**src/tgp_consts.vh**
```
// Register map, reset values and timing constants of the timing pulse generator.
`ifndef TGP_CONSTS_VH
`define TGP_CONSTS_VH

// Record byte positions; the bus address is four times the index.
`define TGP_IDX_TRIGGER    4'h0
`define TGP_IDX_POLARITY   4'h1
`define TGP_IDX_RATE_FORM  4'h2
`define TGP_IDX_RESERVED   4'h3
`define TGP_IDX_INTERVAL   4'h4
`define TGP_IDX_ACTIVE     4'h8
`define TGP_IDX_SHIFT      4'hC
`define TGP_IDX_STATUS     4'hD

`define TGP_RST_TRIGGER    8'h00
`define TGP_RST_POLARITY   8'h01
`define TGP_RST_RATE_FORM  8'h00
`define TGP_RST_INTERVAL   32'h000F4240
`define TGP_RST_ACTIVE     32'h000186A0
`define TGP_RST_SHIFT      32'h00000000

`define TGP_MODE_OFF       8'h00
`define TGP_MODE_FREE      8'h01
`define TGP_MODE_LOCKED    8'h02

`define TGP_CLK_PERIOD_NS  32'h0000000A
`define TGP_CLK_HZ         64'h0000000005F5E100
`define TGP_NS_PER_SEC     34'h03B9ACA00
`define TGP_NS_PER_US      32'h000003E8
`define TGP_CYC_PER_US     (`TGP_NS_PER_US / `TGP_CLK_PERIOD_NS)
// Phase step per hertz for a 48-bit accumulator.
`define TGP_NCO_STEP       (64'h0001000000000000 / `TGP_CLK_HZ)

`define TGP_RESP_OKAY      2'h0
`define TGP_RESP_SLVERR    2'h2

`endif

```
**src/tgp_pulse_gen.v**
```verilog
// Timing pulse generator aligned to receiver seconds, with an AXI4-Lite register slave.
`include "tgp_consts.vh"

module tgp_pulse_gen #(
  parameter ADDR_W = 6
) (
  input  wire              clk,
  input  wire              arst_n,
  input  wire              rx_time_fix,
  input  wire              rx_second_pulse,
  output reg               timing_pulse_out,
  input  wire [ADDR_W-1:0] s_axi_awaddr,
  input  wire [2:0]        s_axi_awprot,
  input  wire              s_axi_awvalid,
  output reg               s_axi_awready,
  input  wire [31:0]       s_axi_wdata,
  input  wire [3:0]        s_axi_wstrb,
  input  wire              s_axi_wvalid,
  output reg               s_axi_wready,
  output reg  [1:0]        s_axi_bresp,
  output reg               s_axi_bvalid,
  input  wire              s_axi_bready,
  input  wire [ADDR_W-1:0] s_axi_araddr,
  input  wire [2:0]        s_axi_arprot,
  input  wire              s_axi_arvalid,
  output reg               s_axi_arready,
  output reg  [31:0]       s_axi_rdata,
  output reg  [1:0]        s_axi_rresp,
  output reg               s_axi_rvalid,
  input  wire              s_axi_rready
);

  localparam [63:0] NCO_STEP_W = `TGP_NCO_STEP;
  localparam [31:0] CYC_US_W   = `TGP_CYC_PER_US;
  // Both constants fit their narrow forms, so the cut keeps every set bit.
  localparam [47:0] NCO_STEP   = NCO_STEP_W[47:0];
  localparam [7:0]  CYC_US     = CYC_US_W[7:0];

  // Configuration record.
  reg  [7:0]  pulse_trigger_select;
  reg  [7:0]  edge_polarity;
  reg  [7:0]  rate_form_select;
  reg  [31:0] interval_or_rate;
  reg  [31:0] active_time_or_fraction;
  reg  [31:0] second_alignment_shift;

  // Merges a write into a word under its byte strobes.
  function [31:0] merge;
    input [31:0] old;
    input [31:0] data;
    input [3:0]  strb;
    integer      i;
    begin
      merge = old;
      for (i = 0; i < 4; i = i + 1) begin
        if (strb[i]) begin
          merge[i*8 +: 8] = data[i*8 +: 8];
        end
      end
    end
  endfunction

  // Maps a byte address to a register index; 4'hF marks an unmapped address.
  function [3:0] decode;
    input [ADDR_W-1:0] addr;
    reg   [3:0]        idx;
    begin
      idx = addr[5:2];
      if (addr[1:0] != 2'h0) begin
        decode = 4'hF;
      end else if (idx == `TGP_IDX_TRIGGER) begin
        decode = `TGP_IDX_TRIGGER;
      end else if (idx == `TGP_IDX_POLARITY) begin
        decode = `TGP_IDX_POLARITY;
      end else if (idx == `TGP_IDX_RATE_FORM) begin
        decode = `TGP_IDX_RATE_FORM;
      end else if (idx == `TGP_IDX_RESERVED) begin
        decode = `TGP_IDX_RESERVED;
      end else if (idx == `TGP_IDX_INTERVAL) begin
        decode = `TGP_IDX_INTERVAL;
      end else if (idx == `TGP_IDX_ACTIVE) begin
        decode = `TGP_IDX_ACTIVE;
      end else if (idx == `TGP_IDX_SHIFT) begin
        decode = `TGP_IDX_SHIFT;
      end else if (idx == `TGP_IDX_STATUS) begin
        decode = `TGP_IDX_STATUS;
      end else begin
        decode = 4'hF;
      end
    end
  endfunction

  // Write channel: address and data are taken in either order.
  reg  [ADDR_W-1:0] aw_addr;
  reg               aw_held;
  reg  [31:0]       w_data;
  reg  [3:0]        w_strb;
  reg               w_held;
  wire [3:0]        w_idx = decode(aw_addr);
  wire              do_write = aw_held && w_held && !s_axi_bvalid;

  always @(posedge clk or negedge arst_n) begin
    if (!arst_n) begin
      aw_addr                 <= {ADDR_W{1'b0}};
      aw_held                 <= 1'b0;
      w_data                  <= 32'h00000000;
      w_strb                  <= 4'h0;
      w_held                  <= 1'b0;
      s_axi_awready           <= 1'b1;
      s_axi_wready            <= 1'b1;
      s_axi_bvalid            <= 1'b0;
      s_axi_bresp             <= `TGP_RESP_OKAY;
      pulse_trigger_select    <= `TGP_RST_TRIGGER;
      edge_polarity           <= `TGP_RST_POLARITY;
      rate_form_select        <= `TGP_RST_RATE_FORM;
      interval_or_rate        <= `TGP_RST_INTERVAL;
      active_time_or_fraction <= `TGP_RST_ACTIVE;
      second_alignment_shift  <= `TGP_RST_SHIFT;
    end else begin
      if (s_axi_awvalid && s_axi_awready) begin
        aw_addr       <= s_axi_awaddr;
        aw_held       <= 1'b1;
        s_axi_awready <= 1'b0;
      end
      if (s_axi_wvalid && s_axi_wready) begin
        w_data       <= s_axi_wdata;
        w_strb       <= s_axi_wstrb;
        w_held       <= 1'b1;
        s_axi_wready <= 1'b0;
      end
      if (do_write) begin
        s_axi_bvalid <= 1'b1;
        s_axi_bresp  <= (w_idx == 4'hF) ? `TGP_RESP_SLVERR : `TGP_RESP_OKAY;
        aw_held      <= 1'b0;
        w_held       <= 1'b0;
        if (w_idx == `TGP_IDX_TRIGGER) begin
          pulse_trigger_select <= w_strb[0] ? w_data[7:0] : pulse_trigger_select;
        end else if (w_idx == `TGP_IDX_POLARITY) begin
          edge_polarity <= w_strb[0] ? w_data[7:0] : edge_polarity;
        end else if (w_idx == `TGP_IDX_RATE_FORM) begin
          rate_form_select <= w_strb[0] ? w_data[7:0] : rate_form_select;
        end else if (w_idx == `TGP_IDX_INTERVAL) begin
          interval_or_rate <= merge(interval_or_rate, w_data, w_strb);
        end else if (w_idx == `TGP_IDX_ACTIVE) begin
          active_time_or_fraction <= merge(active_time_or_fraction, w_data, w_strb);
        end else if (w_idx == `TGP_IDX_SHIFT) begin
          second_alignment_shift <= merge(second_alignment_shift, w_data, w_strb);
        end else if (w_idx == `TGP_IDX_RESERVED || w_idx == `TGP_IDX_STATUS) begin
          // The reserved byte is not stored and the status word is read-only.
        end
      end
      if (s_axi_bvalid && s_axi_bready) begin
        s_axi_bvalid  <= 1'b0;
        s_axi_awready <= 1'b1;
        s_axi_wready  <= 1'b1;
      end
    end
  end

  // Receiver time inputs arrive from another domain and pass two flip-flops first.
  reg  fix_meta;
  reg  fix_sync;
  reg  sec_meta;
  reg  sec_sync;
  reg  sec_last;
  wire sec_edge = sec_sync && !sec_last;

  always @(posedge clk or negedge arst_n) begin
    if (!arst_n) begin
      fix_meta <= 1'b0;
      fix_sync <= 1'b0;
      sec_meta <= 1'b0;
      sec_sync <= 1'b0;
      sec_last <= 1'b0;
    end else begin
      fix_meta <= rx_time_fix;
      fix_sync <= fix_meta;
      sec_meta <= rx_second_pulse;
      sec_sync <= sec_meta;
      sec_last <= sec_sync;
    end
  end

  // Nanosecond position within the receiver second. It restarts on every receiver
  // second mark, so a time correction moves the pulse edges abruptly.
  reg  [33:0] ns_count;
  wire [33:0] ns_step = {2'b00, `TGP_CLK_PERIOD_NS};

  always @(posedge clk or negedge arst_n) begin
    if (!arst_n) begin
      ns_count <= 34'h000000000;
    end else if (sec_edge) begin
      ns_count <= 34'h000000000;
    end else if (ns_count + ns_step >= `TGP_NS_PER_SEC) begin
      ns_count <= ns_count + ns_step - `TGP_NS_PER_SEC;
    end else begin
      ns_count <= ns_count + ns_step;
    end
  end

  // Folds the signed shift into one second; two folds cover shifts from -2000000000 up to the int32 maximum.
  reg [33:0] shift_a;
  reg [33:0] align_ns;

  always @* begin
    shift_a  = {{2{second_alignment_shift[31]}}, second_alignment_shift};
    align_ns = shift_a;
    if (shift_a[33]) begin
      align_ns = shift_a + `TGP_NS_PER_SEC;
      if (align_ns[33]) begin
        align_ns = align_ns + `TGP_NS_PER_SEC;
      end
    end else if (shift_a >= `TGP_NS_PER_SEC) begin
      align_ns = shift_a - `TGP_NS_PER_SEC;
      if (align_ns >= `TGP_NS_PER_SEC) begin
        align_ns = align_ns - `TGP_NS_PER_SEC;
      end
    end
  end

  wire align_hit = (align_ns >= ns_count) && (align_ns < ns_count + ns_step);

  // Gating by trigger mode. Mode values above two are treated as off, so an
  // unknown setting from newer software can never start the pin.
  wire run = (pulse_trigger_select == `TGP_MODE_FREE) ||
             (pulse_trigger_select == `TGP_MODE_LOCKED && fix_sync);

  // Microsecond form: a cycle counter over period*100 cycles, active for width*100.
  // A period of zero pins the counter at zero, so the output then stays active
  // whenever the width is nonzero.
  reg  [39:0] us_count;
  wire [39:0] us_period = interval_or_rate * CYC_US;
  wire [39:0] us_width  = active_time_or_fraction * CYC_US;
  wire        us_active = (us_count < us_width);

  // Frequency form: a 48-bit phase accumulator stepped in proportion to the rate.
  reg  [47:0] phase;
  wire [47:0] phase_inc = interval_or_rate * NCO_STEP;
  wire        hz_active = (active_time_or_fraction == 32'hFFFFFFFF) ||
                          (phase[47:16] < active_time_or_fraction);

  wire use_hz = (rate_form_select != 8'h00);
  wire active = use_hz ? hz_active : us_active;

  always @(posedge clk or negedge arst_n) begin
    if (!arst_n) begin
      us_count <= 40'h0000000000;
      phase    <= 48'h000000000000;
    end else if (!run || align_hit) begin
      us_count <= 40'h0000000000;
      phase    <= 48'h000000000000;
    end else begin
      phase <= phase + phase_inc;
      if (us_count + 40'h0000000001 >= us_period) begin
        us_count <= 40'h0000000000;
      end else begin
        us_count <= us_count + 40'h0000000001;
      end
    end
  end

  // Active level is high for rising-edge polarity, low for falling-edge polarity.
  wire active_level = (edge_polarity != 8'h00);

  // Whenever the generator is not running the pin rests at the inactive level, so a
  // mode change or a lost fix never leaves a pulse standing.
  reg next_pulse;

  always @* begin
    next_pulse = !active_level;
    if (run && active) begin
      next_pulse = active_level;
    end
  end

  always @(posedge clk or negedge arst_n) begin
    if (!arst_n) begin
      timing_pulse_out <= 1'b0;
    end else begin
      timing_pulse_out <= next_pulse;
    end
  end

  // Read channel with a fixed one-cycle answer.
  wire [3:0] r_idx = decode(s_axi_araddr);
  reg  [31:0] next_rdata;
  // Status bits: synced fix, running, and the pin as it stands now.
  wire [31:0] status_word = {29'h00000000, timing_pulse_out, run, fix_sync};

  always @* begin
    next_rdata = 32'h00000000;
    if (r_idx == `TGP_IDX_TRIGGER) begin
      next_rdata = {24'h000000, pulse_trigger_select};
    end else if (r_idx == `TGP_IDX_POLARITY) begin
      next_rdata = {24'h000000, edge_polarity};
    end else if (r_idx == `TGP_IDX_RATE_FORM) begin
      next_rdata = {24'h000000, rate_form_select};
    end else if (r_idx == `TGP_IDX_INTERVAL) begin
      next_rdata = interval_or_rate;
    end else if (r_idx == `TGP_IDX_ACTIVE) begin
      next_rdata = active_time_or_fraction;
    end else if (r_idx == `TGP_IDX_SHIFT) begin
      next_rdata = second_alignment_shift;
    end else if (r_idx == `TGP_IDX_STATUS) begin
      next_rdata = status_word;
    end
  end

  always @(posedge clk or negedge arst_n) begin
    if (!arst_n) begin
      s_axi_arready <= 1'b1;
      s_axi_rvalid  <= 1'b0;
      s_axi_rdata   <= 32'h00000000;
      s_axi_rresp   <= `TGP_RESP_OKAY;
    end else begin
      if (s_axi_arvalid && s_axi_arready) begin
        s_axi_arready <= 1'b0;
        s_axi_rvalid  <= 1'b1;
        s_axi_rdata   <= next_rdata;
        s_axi_rresp   <= (r_idx == 4'hF) ? `TGP_RESP_SLVERR : `TGP_RESP_OKAY;
      end
      if (s_axi_rvalid && s_axi_rready) begin
        s_axi_rvalid  <= 1'b0;
        s_axi_arready <= 1'b1;
      end
    end
  end

endmodule

```
**config.mk**
```make
export PLATFORM = sky130hd
export DESIGN_NAME = tgp_pulse_gen
export DESIGN_NICKNAME = d
export VERILOG_FILES = /design/src/tgp_pulse_gen.v
export VERILOG_INCLUDE_DIRS = /design/src
export SDC_FILE = /design/constraint.sdc
export NUM_CORES = 2
export LEC_CHECK = 0
export ABC_CLOCK_PERIOD_IN_PS = 16200
export BUFFER_PORTS_ARGS = -buffer_cell sky130_fd_sc_hd__buf_2
export CAP_MARGIN = 20
export CORE_MARGIN = 1.5
export CORE_UTILIZATION = 70
export DETAILED_ROUTE_END_ITERATION = 10
export GPL_ROUTABILITY_DRIVEN = 0
export GPL_TIMING_DRIVEN = 1
export PLACE_DENSITY_LB_ADDON = 0.08
export SLEW_MARGIN = 20
export SYNTH_ARGS = -nofsm -noshare
export SYNTH_HDL_FRONTEND = slang
export SYNTH_SLANG_ARGS = --single-unit
```
**constraint.sdc**
```tcl
create_clock -name clk -period 16.2 [get_ports clk]
set_clock_uncertainty 0.15 [all_clocks]
set_input_delay 2.43 -clock clk [delete_from_list [all_inputs] [get_ports clk]]
set_output_delay 2.43 -clock clk [all_outputs]
set_load 0.03 [all_outputs]
```
==> run metrics <==
Initial DRC Count ~1800; H-tree levels 2; worst-margin pin slew 1060 ps; DIE HEIGHT roughly 250 µm; Pleak 23.2 nW; post-synth cell types 95; WHS Path Cells 0; setup_tns 0 ps; normalized max-slew margin 29.2%; Async SR Flop Fraction 100%; TritonRoute pass-1 iters 6; # rows 89; Reg clk slew, reported paths ~60 ps; Max Slew Vio Count 0; Total GRT Usage a little over a third; IO Port Bufs between 90 and 100; final hold violation count 0; Ports between 100 and 150; Min-Delay Path Class flip-flop to flip-flop; Fmax 119 MHz; Worst EP arrival 8750 ps; pin count of the biggest net entering global routing between 150 and 200; Critical Path Fanout Max 51; area grow syn2layout 6.82%; DIE AREA 60800 µm²; later-pin clock latency in the skew report 600 ps; Worst Setup SP second_alignment_shift[9]; Setup Crit Path Kind flip-flop to flip-flop; DRT Wirelength 106000 µm; total gr overflow 0; CP startpoint kind flip-flop; Seq/Total Area, Yosys between 10% and 20%; run status complete, no violations; post-route ant nets 0; Core Area 58800 µm²; cell area after layout 44400 µm²; vias in the first global route 32146; cts hold-fix bufs 0; Synth Flop Type dfrtp_1; period utilization a little over 50%; starting density of the core between 70 and 80%; dpl hpwl 85800 µm; syn avg cell area 9.40 µm²; Sink Count 330; wire per inst 20.0 µm; total number of vias 31868; Max rail drop VDD between 0.0001 and 0.00015 V; reg-to-reg startpoint second_alignment_shift[9]; flops & latches, synth 330; max_cap viols 0; via/cell ratio 6.03; CTS root buf clkbuf_16; Worst Reg2Reg Path Length in Cells 26; post-CTS setup buffers 0; Hold Startpoint sec_meta; pwr dens 112 nW/µm²; CTS tree built; post-CTS resize count 0; Placed Area 42800 µm²; data required time of the worst path 16570 ps; number of antenna violations at the first check in global routing 1; die width between 200 and 250 µm; Syn Std Cell Area 41500 µm²; Gate Count Post-Synth 4420; DRC errors left 0; Critical Path Sink Type flip-flop; min Tclk post-route 8380 ps; RSZ-0062 raised after global routing no; Post-synth EDFFs 0; first-pass GRT wire length 172000 µm; Max clock buf depth 3; Setup violations, final 0; layout cells sized above 1 approximately a tenth; synth warn 0; Layout Nets about 5600; number of buffers created by CTS 41
[logic make-up (layout without fill, tap and decap cells)]
group | count (synthesis) | count (layout) | synth area share, %
adders and majority gates | 1017 | 1017 | 38.0
and+or+nand+nor | 935 | 935 | 11.4
buffers and inverters | 934 | 1025 | 8.54
AOI/OAI and AO/OA | 770 | 770 | 11.9
DFF | 330 | 330 | 19.9
xor gates and xnor gates | 248 | 248 | 5.25
muxes | 185 | 185 | 4.95
other | 1 | 4 | 0.00903
[layout make-up]
class | count | area [µm²]
tap | 773 | 967
clock buffer | 52 | 1160
timing repair buffer | 124 | 713
antenna | 1 | 2.50
sequential | 330 | 8280
multi-input combinational | 3158 | 29700
fill | 4195 | 14400
clock inverter | 23 | 418
inverter | 826 | 3100
[layer usage]
| layer | vias up | share of wire [%] | global-route usage (%) |
|---|---|---|---|
| li1 | 14935 | - | - |
| met4 | 0 | 3.5 | 12.0 |
| met1 | 15702 | 41 | 48.1 |
| met3 | 184 | 8.3 | 7.93 |
| met5 | - | 0 | 0 |
| met2 | 1047 | 47 | 59.4 |
[state kept, by name, summed over array words and instances, names as in the netlist, 4 cells and up]
| signal | count |
|---|---|
| pulse_trigger_select | 8 |
| s_axi_rdata | 32 |
| phase | 48 |
| aw_addr | 6 |
| w_strb | 4 |
| edge_polarity | 8 |
| interval_or_rate | 32 |
| active_time_or_fraction | 32 |
| w_data | 32 |
| ns_count | 33 |
| second_alignment_shift | 32 |
| rate_form_select | 8 |
| us_count | 40 |
[where the power goes]
part / switching [W] / total (W) / internal (W)
logic: 0.00161 / 0.00274 / 0.00113
clock network: 0.000411 / 0.00107 / 0.000657
registers: 0.000214 / 0.00115 / 0.000939
[worst paths after layout]
check	slack [ps]	end
worst max-delay path	7820	us_count[3]
worst min-delay path	210	sec_sync
worst max register to register	7820	us_count[3]
worst min register to register	210	sec_sync
max in group asynchronous	12020	interval_or_rate[12]
min in group asynchronous	1690	s_axi_rvalid
[Yosys cell counts (82+ instances only)]
library cell | number | area share, %
ha_1 | 609 | 18
dfrtp_1 | 313 | 19
xor2_1 | 86 | 1.8
inv_1 | 826 | 7.5
nor2b_1 | 82 | 1.2
fa_1 | 407 | 20
nand2_1 | 228 | 2.1
o21ai_0 | 222 | 2.7
xnor2_1 | 161 | 3.4
a21o_1 | 104 | 1.9
mux2_2 | 163 | 4.4
a21oi_1 | 179 | 2.2
nor2_1 | 221 | 2.0
[placed cells by master, fill, tap and decap left out, drive strengths merged, types with 30 or more instances in the layout]
| cell type | synthesis | layout |
|---|---|---|
| buf | 23 | 124 |
| dfrtp | 313 | 313 |
| nand2 | 228 | 228 |
| a21oi | 182 | 182 |
| fa | 407 | 407 |
| nand3 | 80 | 80 |
| xnor2 | 162 | 162 |
| xor2 | 86 | 86 |
| ha | 609 | 609 |
| inv | 826 | 830 |
| nor3 | 53 | 53 |
| nand4 | 70 | 70 |
| a21o | 104 | 104 |
| and3 | 30 | 30 |
| mux2 | 163 | 163 |
| nor2 | 222 | 222 |
| o21ai | 229 | 229 |
| a22oi | 39 | 39 |
| nor2b | 82 | 82 |
| clkbuf | 85 | 52 |
| nand2b | 38 | 38 |
[critical path, stage by stage, from the launching register on]
cell and delay (ps):
dfrtp_1 770, inv_1 250, ha_1 370, nor2b_1 530
o211ai_2 200, a21oi_1 430, nand2b_1 280, a41oi_1 220
a221oi_2 330, o21ai_2 280, or3_1 380, a31o_1 230
xor2_1 140, mux2i_1 400, ha_1 340, a21o_1 170
a21oi_1 220, nand2_1 90, a221oi_1 220, nand3b_1 220
a31oi_1 100, a41o_2 260, buf_4 320, a2111oi_0 700
nand4b_1 180, buf_4 290, nor2b_1 170
[stage by stage]
stage / std cells / util (%) / setup WS [ps] / total power (W) / hold slack, ps
after CTS: 5286 / 75.4 / 7930 / 0.00497 / 216
after floorplan: 4422 / - / 9490 / 0.00312 / 181
after detailed placement: 5211 / 72.8 / 7960 / 0.00386 / 186
after global placement: 5211 / 72.8 / 8090 / 0.00380 / 186
after global routing: 5287 / 75.5 / 7330 / 0.00540 / 218
final: 5287 / 75.5 / 7820 / 0.00496 / 209
Note: power is estimated with default switching activity, not from simulation.
